$ cat config.mk
export PLATFORM = sky130hd
export DESIGN_NAME = iflg_top
export DESIGN_NICKNAME = d
export VERILOG_FILES = /design/src/rtl/iflg_pkg.sv /design/src/rtl/iflg_top.sv
export VERILOG_INCLUDE_DIRS = /design/src /design/src/rtl
export SDC_FILE = /design/constraint.sdc
export NUM_CORES = 1
export LEC_CHECK = 0
export ABC_CLOCK_PERIOD_IN_PS = 1950
export BUFFER_PORTS_ARGS = -buffer_cell sky130_fd_sc_hd__buf_2
export CORE_ASPECT_RATIO = 1.1
export CORE_MARGIN = 8
export CORE_UTILIZATION = 30
export CTS_BUF_LIST = sky130_fd_sc_hd__clkbuf_4 sky130_fd_sc_hd__clkbuf_8 sky130_fd_sc_hd__clkbuf_16
export CTS_CLUSTER_DIAMETER = 60
export CTS_CLUSTER_SIZE = 25
export DETAILED_ROUTE_END_ITERATION = 12
export GPL_ROUTABILITY_DRIVEN = 0
export HOLD_SLACK_MARGIN = 0.05
export SYNTH_ARGS = -nofsm -noshare
export SYNTH_HDL_FRONTEND = slang
export SYNTH_SLANG_ARGS = --single-unit
$ cat constraint.sdc
create_clock -name pclk -period 1.95 [get_ports pclk]
set_input_delay 0.39 -clock pclk [delete_from_list [all_inputs] [get_ports pclk]]
set_output_delay 0.39 -clock pclk [all_outputs]
set_load 0.02 [all_outputs]
$ cat src/rtl/iflg_consts.svh
`ifndef IFLG_CONSTS_SVH
`define IFLG_CONSTS_SVH

// event array shape
`define IFLG_NUM_EVT        16
`define IFLG_NUM_TYPE       4
`define IFLG_EVT_PER_TYPE   4

// apb register byte offsets
`define IFLG_ADDR_W         12
`define IFLG_OFS_SENSE      12'h000
`define IFLG_OFS_FLAG       12'h004
`define IFLG_OFS_MASK       12'h008
`define IFLG_OFS_STATUS     12'h00c
`define IFLG_OFS_CTRL       12'h010

// control register fields
`define IFLG_CTRL_SINGLE_BIT 0
`define IFLG_CTRL_FORCE_BIT  1

// reset values
`define IFLG_MASK_RST       16'hffff
`define IFLG_EVT_ZERO       16'h0000
`define IFLG_DATA_ZERO      32'h0000_0000
`define IFLG_CTRL_RST       2'h0

`endif

$ cat src/rtl/iflg_pkg.sv
package iflg_pkg;

    // control register; force_low sits above single_edge
    typedef struct packed {
        logic force_low;
        logic single_edge;
    } iflg_ctrl_t;

    // levels from the power sequencer
    typedef struct packed {
        logic irq_out_n_allow;
        logic system_reset_out_n_allow;
        logic powerdown_initial_delay_state_elapsed;
    } iflg_seq_t;

    typedef enum logic [0:0] {
        IFLG_APB_IDLE = 1'b0,
        IFLG_APB_ACK  = 1'b1
    } iflg_apb_st_t;

endpackage

$ cat src/rtl/iflg_top.sv
`timescale 1ns/1ps
`include "iflg_consts.svh"
// Functional notes
// dual-edge: line low on fault appear and vanish
// clearing flag releases line despite live fault
// single-edge: line low only on fault appearance
// each event has sense, flag, mask bits
// sense bit follows detector output live
// dual-edge: any sense change sets flag
// any unmasked set flag drives line low
// writing 1 clears flag, 0 leaves it
// line released once unmasked flags all clear
// mask bit one removes flag from line
// mask reset values come from otp
// status bit per type of unmasked flags
// single-edge: flag sets on sense rise only
// single-edge: cleared flag reads 1 while sense high
// single-edge: reads 0 after sense falls, no line
// line low from startup until power-up done
// flag set in power-up keeps line low
// force bit one drives line low
// power-down drives line and reset low after delay
// host should read registers after power-up
// line enabled after slots, reset after timer
// masked flags still set, read and clear
module iflg_top (
    // apb slave
    input  wire logic                        pclk,
    input  wire logic                        presetn,
    input  wire logic                        psel,
    input  wire logic                        penable,
    input  wire logic                        pwrite,
    input  wire logic [`IFLG_ADDR_W-1:0]     paddr,
    input  wire logic [31:0]                 pwdata,
    output logic      [31:0]                 prdata,
    output logic                             pready,
    output logic                             pslverr,
    // detectors and otp
    input  wire logic [`IFLG_NUM_EVT-1:0]    evt_sense,
    input  wire logic [`IFLG_NUM_EVT-1:0]    otp_mask,
    // sequencer
    input  wire iflg_pkg::iflg_seq_t         seq,
    // pins
    output logic                             irq_out_n,
    output logic                             system_reset_out_n
);

    localparam int NE = `IFLG_NUM_EVT;

    function automatic logic [`IFLG_NUM_TYPE-1:0] grp_any(input logic [NE-1:0] v);
        logic [`IFLG_NUM_TYPE-1:0] r;
        r = '0;
        for (int t = 0; t < `IFLG_NUM_TYPE; t++) begin
            r[t] = |v[t*`IFLG_EVT_PER_TYPE +: `IFLG_EVT_PER_TYPE];
        end
        return r;
    endfunction

    function automatic logic hit(input logic [`IFLG_ADDR_W-1:0] a,
                                 input logic [`IFLG_ADDR_W-1:0] ofs);
        return a == ofs;
    endfunction

    iflg_pkg::iflg_apb_st_t st_ff;
    iflg_pkg::iflg_ctrl_t   ctrl_ff;
    logic [NE-1:0]          sense_ff;
    logic [NE-1:0]          prev_ff;
    logic [NE-1:0]          flag_ff;
    logic [NE-1:0]          held_ff;
    logic [NE-1:0]          mask_ff;
    logic                   otp_loaded_ff;
    logic                   irq_out_n_en_ff;
    logic                   system_reset_out_n_en_ff;
    logic                   pd_ff;
    logic [31:0]            prdata_ff;
    logic                   pready_ff;
    logic                   pslverr_ff;
    logic                   irq_n_ff;
    logic                   rst_n_ff;

    logic                   setup;
    logic                   access;
    logic                   mapped;
    logic                   wr_en;
    logic                   flag_wr;
    logic [NE-1:0]          rise;
    logic [NE-1:0]          fall;
    logic [NE-1:0]          set_vec;
    logic [NE-1:0]          clr_vec;
    logic [NE-1:0]          flag_rd;
    logic [NE-1:0]          live_vec;
    logic [`IFLG_NUM_TYPE-1:0] status_vec;
    logic [31:0]            rd_mux;
    logic [NE-1:0]          nxt_flag;
    logic [NE-1:0]          nxt_held;
    logic                   nxt_irq_n;

    // apb decode
    assign setup  = psel & ~penable;
    assign access = psel & penable & pready_ff;
    assign mapped = hit(paddr, `IFLG_OFS_SENSE) | hit(paddr, `IFLG_OFS_FLAG)
                  | hit(paddr, `IFLG_OFS_MASK) | hit(paddr, `IFLG_OFS_STATUS)
                  | hit(paddr, `IFLG_OFS_CTRL);
    assign wr_en   = access & pwrite & mapped;
    assign flag_wr = wr_en & hit(paddr, `IFLG_OFS_FLAG);

    // edge detection on the live sense bits
    assign rise    = sense_ff & ~prev_ff;
    assign fall    = ~sense_ff & prev_ff;
    assign set_vec = ctrl_ff.single_edge ? rise : (rise | fall);
    assign clr_vec = flag_wr ? pwdata[NE-1:0] : `IFLG_EVT_ZERO;

    // hold term makes a cleared flag still read high while its sense stays up
    assign flag_rd    = flag_ff | (ctrl_ff.single_edge ? held_ff : `IFLG_EVT_ZERO);
    assign live_vec   = flag_ff & ~mask_ff;
    assign status_vec = grp_any(live_vec);

    always_comb begin
        rd_mux = `IFLG_DATA_ZERO;
        case (1'b1)
            hit(paddr, `IFLG_OFS_SENSE):  rd_mux[NE-1:0] = sense_ff;
            hit(paddr, `IFLG_OFS_FLAG):   rd_mux[NE-1:0] = flag_rd;
            hit(paddr, `IFLG_OFS_MASK):   rd_mux[NE-1:0] = mask_ff;
            hit(paddr, `IFLG_OFS_STATUS): rd_mux[`IFLG_NUM_TYPE-1:0] = status_vec;
            hit(paddr, `IFLG_OFS_CTRL):   rd_mux[1:0] = ctrl_ff;
            default:                      rd_mux = `IFLG_DATA_ZERO;
        endcase
    end

    // set beats a same-cycle clear so no event is lost
    always_comb begin
        nxt_flag = set_vec | (flag_ff & ~clr_vec);
    end

    always_comb begin
        if (ctrl_ff.single_edge) begin
            nxt_held = sense_ff & (held_ff | (clr_vec & flag_ff & ~set_vec));
        end else begin
            nxt_held = `IFLG_EVT_ZERO;
        end
    end

    // line condition; power-up gate, power-down, force and unmasked flags
    always_comb begin
        nxt_irq_n = irq_out_n_en_ff & ~pd_ff
                  & ~ctrl_ff.force_low
                  & ~(|live_vec);
    end

    // apb handshake: one wait-free access cycle after setup
    always_ff @(posedge pclk or negedge presetn) begin
        if (!presetn) begin
            st_ff      <= iflg_pkg::IFLG_APB_IDLE;
            pready_ff  <= 1'b0;
            pslverr_ff <= 1'b0;
        end else begin
            case (st_ff)
                iflg_pkg::IFLG_APB_IDLE: begin
                    if (setup) begin
                        st_ff      <= iflg_pkg::IFLG_APB_ACK;
                        pready_ff  <= 1'b1;
                        pslverr_ff <= ~mapped;
                    end
                end
                iflg_pkg::IFLG_APB_ACK: begin
                    st_ff      <= iflg_pkg::IFLG_APB_IDLE;
                    pready_ff  <= 1'b0;
                    pslverr_ff <= 1'b0;
                end
                default: begin
                    st_ff      <= iflg_pkg::IFLG_APB_IDLE;
                    pready_ff  <= 1'b0;
                    pslverr_ff <= 1'b0;
                end
            endcase
        end
    end

    // read data captured at setup so it stands through the access phase
    always_ff @(posedge pclk or negedge presetn) begin
        if (!presetn) begin
            prdata_ff <= `IFLG_DATA_ZERO;
        end else if (setup && (st_ff == iflg_pkg::IFLG_APB_IDLE)) begin
            prdata_ff <= pwrite ? `IFLG_DATA_ZERO : rd_mux;
        end
    end

    always_ff @(posedge pclk or negedge presetn) begin
        if (!presetn) begin
            ctrl_ff <= `IFLG_CTRL_RST;
        end else if (wr_en && hit(paddr, `IFLG_OFS_CTRL)) begin
            ctrl_ff.single_edge <= pwdata[`IFLG_CTRL_SINGLE_BIT];
            ctrl_ff.force_low   <= pwdata[`IFLG_CTRL_FORCE_BIT];
        end
    end

    // otp mask caught on the first clock after reset release
    always_ff @(posedge pclk or negedge presetn) begin
        if (!presetn) begin
            mask_ff       <= `IFLG_MASK_RST;
            otp_loaded_ff <= 1'b0;
        end else if (!otp_loaded_ff) begin
            mask_ff       <= otp_mask;
            otp_loaded_ff <= 1'b1;
        end else if (wr_en && hit(paddr, `IFLG_OFS_MASK)) begin
            mask_ff <= pwdata[NE-1:0];
        end
    end

    // prev starts at zero so a fault present at release counts as an edge
    always_ff @(posedge pclk or negedge presetn) begin
        if (!presetn) begin
            sense_ff <= `IFLG_EVT_ZERO;
            prev_ff  <= `IFLG_EVT_ZERO;
        end else begin
            sense_ff <= evt_sense;
            prev_ff  <= sense_ff;
        end
    end

    always_ff @(posedge pclk or negedge presetn) begin
        if (!presetn) begin
            flag_ff <= `IFLG_EVT_ZERO;
            held_ff <= `IFLG_EVT_ZERO;
        end else begin
            flag_ff <= nxt_flag;
            held_ff <= nxt_held;
        end
    end

    // sequencer levels; power-down is sticky since it cannot be interrupted
    always_ff @(posedge pclk or negedge presetn) begin
        if (!presetn) begin
            irq_out_n_en_ff <= 1'b0;
            system_reset_out_n_en_ff <= 1'b0;
            pd_ff      <= 1'b0;
        end else begin
            irq_out_n_en_ff <= seq.irq_out_n_allow;
            system_reset_out_n_en_ff <= seq.system_reset_out_n_allow & seq.irq_out_n_allow;
            pd_ff      <= pd_ff | seq.powerdown_initial_delay_state_elapsed;
        end
    end

    always_ff @(posedge pclk or negedge presetn) begin
        if (!presetn) begin
            irq_n_ff <= 1'b0;
            rst_n_ff <= 1'b0;
        end else begin
            irq_n_ff <= nxt_irq_n;
            rst_n_ff <= system_reset_out_n_en_ff & ~pd_ff;
        end
    end

    assign prdata             = prdata_ff;
    assign pready             = pready_ff;
    assign pslverr            = pslverr_ff;
    assign irq_out_n          = irq_n_ff;
    assign system_reset_out_n = rst_n_ff;
endmodule

==> flow_summary.json, run 1 <==
{
  "antenna_found_initial": 0,
  "fp.dieW_um": 142,
  "clock_path_buffers": 2,
  "core_um2": 17000,
  "max-vdd-ir-drop_v": 0.000406,
  "cts.htree.levels": 3,
  "yosysWarnings": 0,
  "layout_setup_ws_ns": 0.151,
  "finClkSkew_ns": 0.0105,
  "grtUsageTotal": 0.131,
  "p_leak_nw": 2.84,
  "cts-root-buf": "clkbuf_16",
  "r2r_cells": 6,
  "cp_slowest_cell": "dfstp_2",
  "cap_violations": 0,
  "dp_slack_ns": -0.0251,
  "endpoint_kind": "flop",
  "relSlewSlack": 0.591,
  "final_cell_area_um2": 6310,
  "hold_ws_ns": 0.0876,
  "detail_route.wl_per_cell_um": 16.7,
  "synth-xor-area-share": 0,
  "worst_slew_pin_slew_ns": 0.614,
  "cts_tree": "yes",
  "r2r_setup_slack_ns": 0.15,
  "clock-sinks": 107,
  "setup_tns_ns": 0,
  "r2r-end": "prdata[1]$_DFFE_PN0P_",
  "vias_per_cell": 4.73,
  "die_y_um": 154,
  "cp_num_buf_inv": 2,
  "initial_utilization": 0.306,
  "wl_um": 14100,
  "drt_iter0_drc": 368,
  "cts.reportedPaths.clkPinSlew_ns": 0.07,
  "rsz0062_at_grt": "false",
  "worstSetupPathType": "reg -> reg",
  "vias": 4003,
  "synthMuxAreaShare": 0.0659,
  "crit_chain": "inv_1 > a2111oi_1 > buf_4 > nor3_1 > o211ai_1 > o311ai_1",
  "grt_pass1_vias": 4208,
  "hold_viol_final": 0,
  "period_share": 0.923,
  "crit_required_ns": 2.18,
  "firstDrtPassIters": 4,
  "synth-compound-area-share": 0.162,
  "area_growth_pct": 21.4,
  "cp_top_family": "compound AO/OA/AOI/OAI gates",
  "ant_nets": 0,
  "synth_fa_ha_area_frac": 0.0385,
  "synth-seq-cells": 107,
  "grt_max_degree": 108,
  "nets": 707,
  "synth_top_family_by_area": "compound AO/OA/AOI/OAI gates",
  "slew_violations": 0,
  "drive_gt1_frac": 0.296,
  "route.detailed.drc": 0,
  "num_io_pins": 120,
  "cts_buffers": 9,
  "seq_area_frac_synth": 0.519,
  "worstPathArrival_ns": 2.03,
  "most-common-layout-cells": "90 x dfrtp_1, 86 x buf_2, 70 x nand2_1",
  "num_rows": 50,
  "min-delay-path-class": "in -> async",
  "grt_pass1_wl_um": 22100,
  "yosys.cell_types.count": 47,
  "antenna_cells": 0,
  "p_per_area_nw_per_um2": 744,
  "worstSkewPairLatency_ns": 0.36,
  "start_kind": "flop",
  "numPortBuffers": 87,
  "die-area_um2": 21800,
  "timing.rr.start": "mask_ff[4]$_DFFE_PN1P_",
  "setup_viol_count_final": 0,
  "fmax_mhz": 556,
  "layout_min_cycle_time_ns": 1.80,
  "slowest_delay_ns": 0.53,
  "syn_area_um2": 5200,
  "gr-total-overflow": 0,
  "yosys.area_share.simple": 0.137,
  "finalPower_mw": 4.70,
  "dp_hpwl_um": 10500,
  "status": "completed",
  "syn_area_per_cell_um2": 10.3,
  "dpl_cell_area_um2": 6010,
  "synthCells": 503,
  "path_max_fanout": 2,
  "final_common_cell": "dfrtp_1"
}
## how the worst max path moves through the flow
| stage | from | to | slack (ns) | cells past startpoint |
|---|---|---|---|---|
| global placement | paddr[9] | mask_ff[0]$_DFFE_PN1P_ | 0.01 | 6 |
| global route | mask_ff[4]$_DFFE_PN1P_ | prdata[1]$_DFFE_PN0P_ | 0.05 | 6 |
| CTS | mask_ff[4]$_DFFE_PN1P_ | prdata[1]$_DFFE_PN0P_ | 0.12 | 6 |
| finish | mask_ff[4]$_DFFE_PN1P_ | prdata[1]$_DFFE_PN0P_ | 0.15 | 6 |
| floorplan | paddr[5] | mask_ff[10]$_DFFE_PN1P_ | 0.26 | 6 |
| detailed placement | paddr[9] | mask_ff[0]$_DFFE_PN1P_ | -0.03 | 6 |
## worst reg2reg max path, stage by stage, from the launching register on
cell       delay, ns
dfstp_2         0.53
inv_1           0.06
a2111oi_1       0.47
buf_4           0.20
nor3_1          0.05
o211ai_1        0.22
o311ai_1        0.13
## repair_timing
action | 4_1_cts | 5_1_grt
endpoints found under the setup margin | 0 | 1
resized for setup | 0 | 1
hold buffers | 0 | 0
buffers inserted | 0 | 0
## routing by layer
layer | up-vias | share of wire | wire length, um | GRT usage
met5 | - | 0 | 0 | 0
met4 | 0 | 0.025 | 354 | 0.0635
met3 | 27 | 0.067 | 950 | 0.0325
met2 | 118 | 0.47 | 6580 | 0.210
met1 | 1949 | 0.44 | 6210 | 0.162
li1 | 1909 | - | - | -
## cell families (layout without fill, tap and decap cells)
| family | Yosys count | after routing |
|---|---|---|
| other | 2 | 17 |
| AOI/OAI and AO/OA | 113 | 113 |
| buffers and inverters | 83 | 177 |
| adders and majority gates | 16 | 16 |
| and+or+nand+nor | 148 | 148 |
| muxes | 34 | 34 |
| DFF | 107 | 107 |
## through the flow
stage | utilization | cells
final | 0.371 | 846
after global routing | 0.371 | 846
after CTS | 0.371 | 846
after global placement | 0.353 | 830
after floorplan | - | 518
after detailed placement | 0.353 | 830
## sequential cells by signal (all words and copies together) (netlist names), 2 cells and up
signal,flops
prev_ff,16
sense_ff,16
prdata,16
held_ff,16
ctrl_ff,2
mask_ff,16
flag_ff,16
## synth_stat cells, drive strengths merged
library cell	number	area, um2
a31o	2	17.5
ha	16	200
nor3	5	36.3
mux2	2	22.5
a2111oi	2	17.5
nand3	3	27.5
buf	28	190
nand2b	3	18.8
a21oi	25	166
a21o	18	135
o21ai	5	28.8
a31oi	4	25.0
or4	1	8.76
conb	2	7.51
dfrtp	91	2280
o211ai	12	90.1
nand2	70	263
a32o	2	20.0
and2	3	20.0
or3	1	11.3
dfstp	16	420
a221oi	2	17.5
nand4	2	12.5
inv	45	169
nor4	2	42.5
o31ai	4	30.0
clkbuf	9	33.8
mux2i	32	320
nor2b	9	56.3
o22ai	7	43.8
a41oi	16	140
clkinv	1	3.75
a211oi	9	67.6
o311ai	2	17.5
nor2	47	199
or2	1	6.26
nor4b	1	8.76
o2bb2ai	3	26.3
## final cells by class
type                       instances  area [um2]
clock inverter                     5        52.6
tap                              234         293
timing repair buffer             115         686
fill                            1731       10700
clock buffer                      11         246
inverter                          46         173
sequential                       107        2700
multi-input combinational        328        2160
## report_power, final
group	internal (mW)	switching, mW	total [mW]
logic	0.178	0.283	0.461
registers	2.32	0.0556	2.38
clock network	1.04	0.820	1.86
total	3.54	1.16	4.70
(Power assumes the default switching activity.)
==> run 2, diff against run 1 <==
--- a/config.mk
+++ b/config.mk
@@ -6,7 +6,7 @@
 export SDC_FILE = /design/constraint.sdc
 export NUM_CORES = 1
 export LEC_CHECK = 0
-export ABC_CLOCK_PERIOD_IN_PS = 1950
+export ABC_CLOCK_PERIOD_IN_PS = 2300
 export BUFFER_PORTS_ARGS = -buffer_cell sky130_fd_sc_hd__buf_2
 export CORE_ASPECT_RATIO = 1.1
 export CORE_MARGIN = 8
==> constraint.sdc (replaced) <==
create_clock -name pclk -period 2.3 [get_ports pclk]
set_input_delay 0.46 -clock pclk [delete_from_list [all_inputs] [get_ports pclk]]
set_output_delay 0.46 -clock pclk [all_outputs]
set_load 0.02 [all_outputs]
==> run 2 against run 1 <==
  * Cell area is 0.32% lower
  * Die area stayed put
  * Wire length is 1.5% lower
  * Largest cell class unchanged
  * Critical path depth stayed put
  * Clock power hardly changed
==> flow_summary.json, run 2 (synthesized netlist as in run 1, its figures left out) <==
{
  "fp.dieW_um": 142,
  "grt_pass1_wl_um": 22500,
  "cap_violations": 0,
  "drive_gt1_frac": 0.285,
  "drt_iter0_drc": 246,
  "setup_tns_ns": 0,
  "post_cts_buffers": 0,
  "vias_per_cell": 4.73,
  "antenna_found_initial": 1,
  "initial_utilization": 0.306,
  "most-common-layout-cells": "90 x dfrtp_1, 86 x buf_2, 70 x nand2_1",
  "cts.htree.levels": 3,
  "cts_hold_buf": 0,
  "relSlewSlack": 0.601,
  "finalPower_mw": 4.23,
  "start_kind": "flop",
  "period_share": 0.773,
  "grt_pass1_vias": 4272,
  "area_growth_pct": 21.0,
  "path_max_fanout": 3,
  "endpoint_kind": "flop",
  "route.detailed.drc": 0,
  "detail_route.wl_per_cell_um": 16.6,
  "max-vdd-ir-drop_v": 0.000382,
  "ant_nets": 0,
  "worst_slew_pin_slew_ns": 0.599,
  "rsz0062_at_grt": "false",
  "gr-total-overflow": 0,
  "numPortBuffers": 87,
  "final_util": 0.370,
  "nets": 698,
  "dp_slack_ns": 0.184,
  "num_rows": 50,
  "p_per_area_nw_per_um2": 673,
  "grtUsageTotal": 0.132,
  "worstSkewPairLatency_ns": 0.36,
  "layout_min_cycle_time_ns": 1.78,
  "worstPathArrival_ns": 2.00,
  "cts-root-buf": "clkbuf_16",
  "die_y_um": 154,
  "p_leak_nw": 2.82,
  "fmax_mhz": 563,
  "vias": 3962,
  "crit_required_ns": 2.53,
  "cts_buffers": 9,
  "hold_viol_final": 0,
  "min-delay-path-class": "in -> async",
  "finClkSkew_ns": 0.00546,
  "layout_setup_ws_ns": 0.522,
  "cts.reportedPaths.clkPinSlew_ns": 0.07,
  "core_um2": 17000,
  "die-area_um2": 21800,
  "worstSetupPathType": "reg -> reg",
  "final_common_cell": "dfrtp_1",
  "setup_viol_count_final": 0,
  "cts_tree": "yes",
  "grt_max_degree": 108,
  "wl_um": 13900,
  "firstDrtPassIters": 4,
  "clock_path_buffers": 2,
  "slew_violations": 0,
  "dp_hpwl_um": 10200,
  "clock-sinks": 107,
  "num_io_pins": 120,
  "cts_resized": 0,
  "status": "completed"
}
run 2: final cells by class:
type | count | area [um2]
Clock inverter | 4 | 97.6
Sequential cell | 107 | 2700
Tap cell | 234 | 293
Fill cell | 1726 | 10700
Timing Repair Buffer | 106 | 606
Multi-Input combinational cell | 328 | 2160
Clock buffer | 12 | 260
Antenna cell | 1 | 2.50
Inverter | 46 | 173
run 2: report_power, final:
part           leakage [nW]  switching, mW  internal (mW)
Clock                 0.172          0.695           1.14
Combinational          1.38          0.238          0.148
Sequential             1.26         0.0479           1.97
run 2: through the flow:
step	hold slack (ns)	area, um2	cells
2_1_floorplan	0.164	5260	518
3_3_place_gp	0.425	5930	821
3_5_place_dp	0.423	5930	821
4_1_cts	0.194	6290	837
5_1_grt	0.197	6290	838
6_report	0.159	6290	838
run 2: critical path: stages (launching register included):
cell       delay (ns)
dfstp_2          0.56
nor2b_1          0.06
a2111oi_0        0.47
buf_4            0.21
nor3_1           0.05
o211ai_1         0.18
o311ai_1         0.13
run 2: final timing paths:
check,cells past startpoint,to,startpoint,slack (ns)
setup / recovery,6,prdata[1]$_DFFE_PN0P_,mask_ff[5]$_DFFE_PN1P_,0.52
hold / removal,2,sense_ff[0]$_DFF_PN0_,presetn,0.16
setup reg to reg,6,prdata[1]$_DFFE_PN0P_,mask_ff[5]$_DFFE_PN1P_,0.52
hold reg to reg,0,prev_ff[11]$_DFF_PN0_,sense_ff[11]$_DFF_PN0_,0.43
max in group asynchronous,2,prdata[10]$_DFFE_PN0P_,presetn,1.68
min in group pclk,1,sense_ff[5]$_DFF_PN0_,evt_sense[5],0.21
run 2: per-layer routing:
| metal | up-vias | part of all wire | global-route usage |
|---|---|---|---|
| li1 | 1892 | - | - |
| met1 | 1918 | 0.43 | 0.161 |
| met2 | 130 | 0.47 | 0.214 |
| met3 | 22 | 0.073 | 0.0350 |
| met4 | 0 | 0.027 | 0.0640 |
| met5 | - | 0 | 0 |
==> run 3, diff against run 2 <==
--- a/config.mk
+++ b/config.mk
@@ -6,7 +6,7 @@
 export SDC_FILE = /design/constraint.sdc
 export NUM_CORES = 1
 export LEC_CHECK = 0
-export ABC_CLOCK_PERIOD_IN_PS = 2300
+export ABC_CLOCK_PERIOD_IN_PS = 1500
 export BUFFER_PORTS_ARGS = -buffer_cell sky130_fd_sc_hd__buf_2
 export CORE_ASPECT_RATIO = 1.1
 export CORE_MARGIN = 8
==> constraint.sdc (replaced) <==
create_clock -name pclk -period 1.5 [get_ports pclk]
set_input_delay 0.3 -clock pclk [delete_from_list [all_inputs] [get_ports pclk]]
set_output_delay 0.3 -clock pclk [all_outputs]
set_load 0.02 [all_outputs]
==> run 3 against run 2 <==
  * The run now ends with negative setup slack left
  * Sequential share of layout area decreased by 5.5 points
  * Sequential cell count is the same
  * Hold slack got worse by 0.095 ns
  * Non-clock buffer count up 68
  * Sequential power increased by 53%
  * Register-to-register slack lost 0.66 ns
  * First-iteration DRC count fell by 17%
  * Setup slack worse by 0.66 ns
  * Critical path depth stayed put
  * Cell area increased by 15%
  * Maximum frequency rose by 8.4%
==> flow_summary.json, run 3 (synthesized netlist as in run 1, its figures left out) <==
{
  "nets": 769,
  "dp_hpwl_um": 10900,
  "violations": "negative setup slack",
  "layout_min_cycle_time_ns": 1.64,
  "num_rows": 50,
  "final_common_cell": "dfrtp_1",
  "cts-root-buf": "clkbuf_16",
  "num_io_pins": 120,
  "area_growth_pct": 38.7,
  "vias": 4399,
  "fmax_mhz": 610,
  "drt_iter0_drc": 205,
  "finClkSkew_ns": 0.00882,
  "cap_violations": 0,
  "worstSkewPairLatency_ns": 0.36,
  "setup_viol_count_final": 5,
  "grt_pass1_vias": 4649,
  "gr-total-overflow": 0,
  "layout_setup_ws_ns": -0.140,
  "grt_pass1_wl_um": 23700,
  "max-vdd-ir-drop_v": 0.000535,
  "grtUsageTotal": 0.138,
  "die_y_um": 154,
  "cts_buffers": 9,
  "status": "finished, violations left",
  "firstDrtPassIters": 4,
  "grt_max_degree": 66,
  "antenna_found_initial": 0,
  "finalNonFillerCells": 908,
  "cts.reportedPaths.clkPinSlew_ns": 0.07,
  "drive_gt1_frac": 0.387,
  "p_per_area_nw_per_um2": 902,
  "most-common-layout-cells": "90 x dfrtp_1, 84 x buf_2, 62 x nand2_1",
  "finalPower_mw": 6.50,
  "cts.htree.levels": 3,
  "rsz0062_at_grt": "true",
  "die-area_um2": 21800,
  "detail_route.wl_per_cell_um": 17.3,
  "place_inst": 863,
  "p_leak_nw": 3.21,
  "antenna_cells": 0,
  "clock-sinks": 107,
  "path_max_fanout": 2,
  "clock_path_buffers": 2,
  "wl_um": 15700,
  "vias_per_cell": 4.84,
  "min_from": "evt_sense[0]",
  "slew_violations": 0,
  "route.detailed.drc": 0,
  "initial_utilization": 0.306,
  "numPortBuffers": 87,
  "period_share": 1.09,
  "timing.rr.start": "mask_ff[5]$_DFFE_PN1P_",
  "hold_ws_ns": 0.0635,
  "min-delay-path-class": "in -> reg",
  "fp.dieW_um": 142,
  "crit_required_ns": 1.72,
  "hold_viol_final": 0,
  "ant_nets": 0,
  "endpoint_kind": "flop",
  "worstSetupPathType": "reg -> reg",
  "start_kind": "flop",
  "core_um2": 17000,
  "worstPathArrival_ns": 1.86,
  "crit_start": "mask_ff[5]$_DFFE_PN1P_",
  "setup_tns_ns": -0.239,
  "cts_tree": "yes"
}
[run 3: cell count changes in the layout (fill, tap and decap cells not counted), sizes merged]
| cell | previous run | this run |
|---|---|---|
| bufinv | 3 | 2 |
| dlygate4sd3 | 0 | 16 |
| buf | 106 | 157 |
| diode | 1 | 0 |
| clkinvlp | 1 | 0 |
| or3 | 1 | 4 |
| clkinv | 1 | 3 |
| inv | 45 | 46 |
[run 3: routing by layer]
layer	vias to the layer above	GRT usage	share of wire
met2	155	0.236	0.49
li1	2046	-	-
met4	0	0.0440	0.017
met1	2178	0.164	0.43
met5	-	0	0
met3	20	0.0406	0.072
[run 3: power by group]
| group | switching [mW] | internal [mW] | total [mW] |
|---|---|---|---|
| clock network | 1.09 | 1.51 | 2.60 |
| registers | 0.0713 | 3.02 | 3.09 |
| logic | 0.447 | 0.366 | 0.813 |
[run 3: worst paths after layout]
path                                                endpoint  slack (ns)  depth (start not counted)
worst max-delay path                   prdata[1]$_DFFE_PN0P_       -0.14                          6
worst min-delay path                   sense_ff[0]$_DFF_PN0_        0.06                          1
worst max register to register         prdata[1]$_DFFE_PN0P_       -0.14                          6
worst min register to register         prev_ff[10]$_DFF_PN0_        0.44                          0
max in group asynchronous             mask_ff[9]$_DFFE_PN1P_        0.62                          3
min in group asynchronous       system_reset_out_n$_DFF_PN0_        0.48                          3
[run 3: area by class of cell]
| cell class | count | area, um2 |
|---|---|---|
| Sequential cell | 107 | 2700 |
| Timing Repair Buffer | 174 | 1300 |
| Multi-Input combinational cell | 331 | 2420 |
| Inverter | 46 | 173 |
| Fill cell | 1658 | 9810 |
| Clock buffer | 11 | 240 |
| Tap cell | 234 | 293 |
| Clock inverter | 5 | 86.3 |
[run 3: worst max-delay path, stage by stage, from the launching register on]
cell and delay (ns):
dfstp_2 0.55, nor2b_2 0.05, a2111oi_4 0.36, buf_4 0.19, nor3_1 0.05, o211ai_1 0.18
o311ai_1 0.13
[run 3: repair_timing]
action / 4_1_cts / 5_1_grt
buffers inserted: 1 / 6
hold endpoints to repair: 105 / 1
setup endpoints to repair: 11 / 55
gates cloned: 1 / 5
resized for setup: 10 / 58
hold buffers: 15 / 1
pin swaps: 6 / 33
[run 3: per-stage QoR]
stage	utilization	setup WS, ns	cell area [um2]
after global placement	0.370	-0.305	6300
after global routing	0.424	-0.190	7210
after detailed placement	0.370	-0.338	6300
final	0.424	-0.140	7210
after CTS	0.402	-0.0987	6840
after floorplan	-	-0.0927	5270
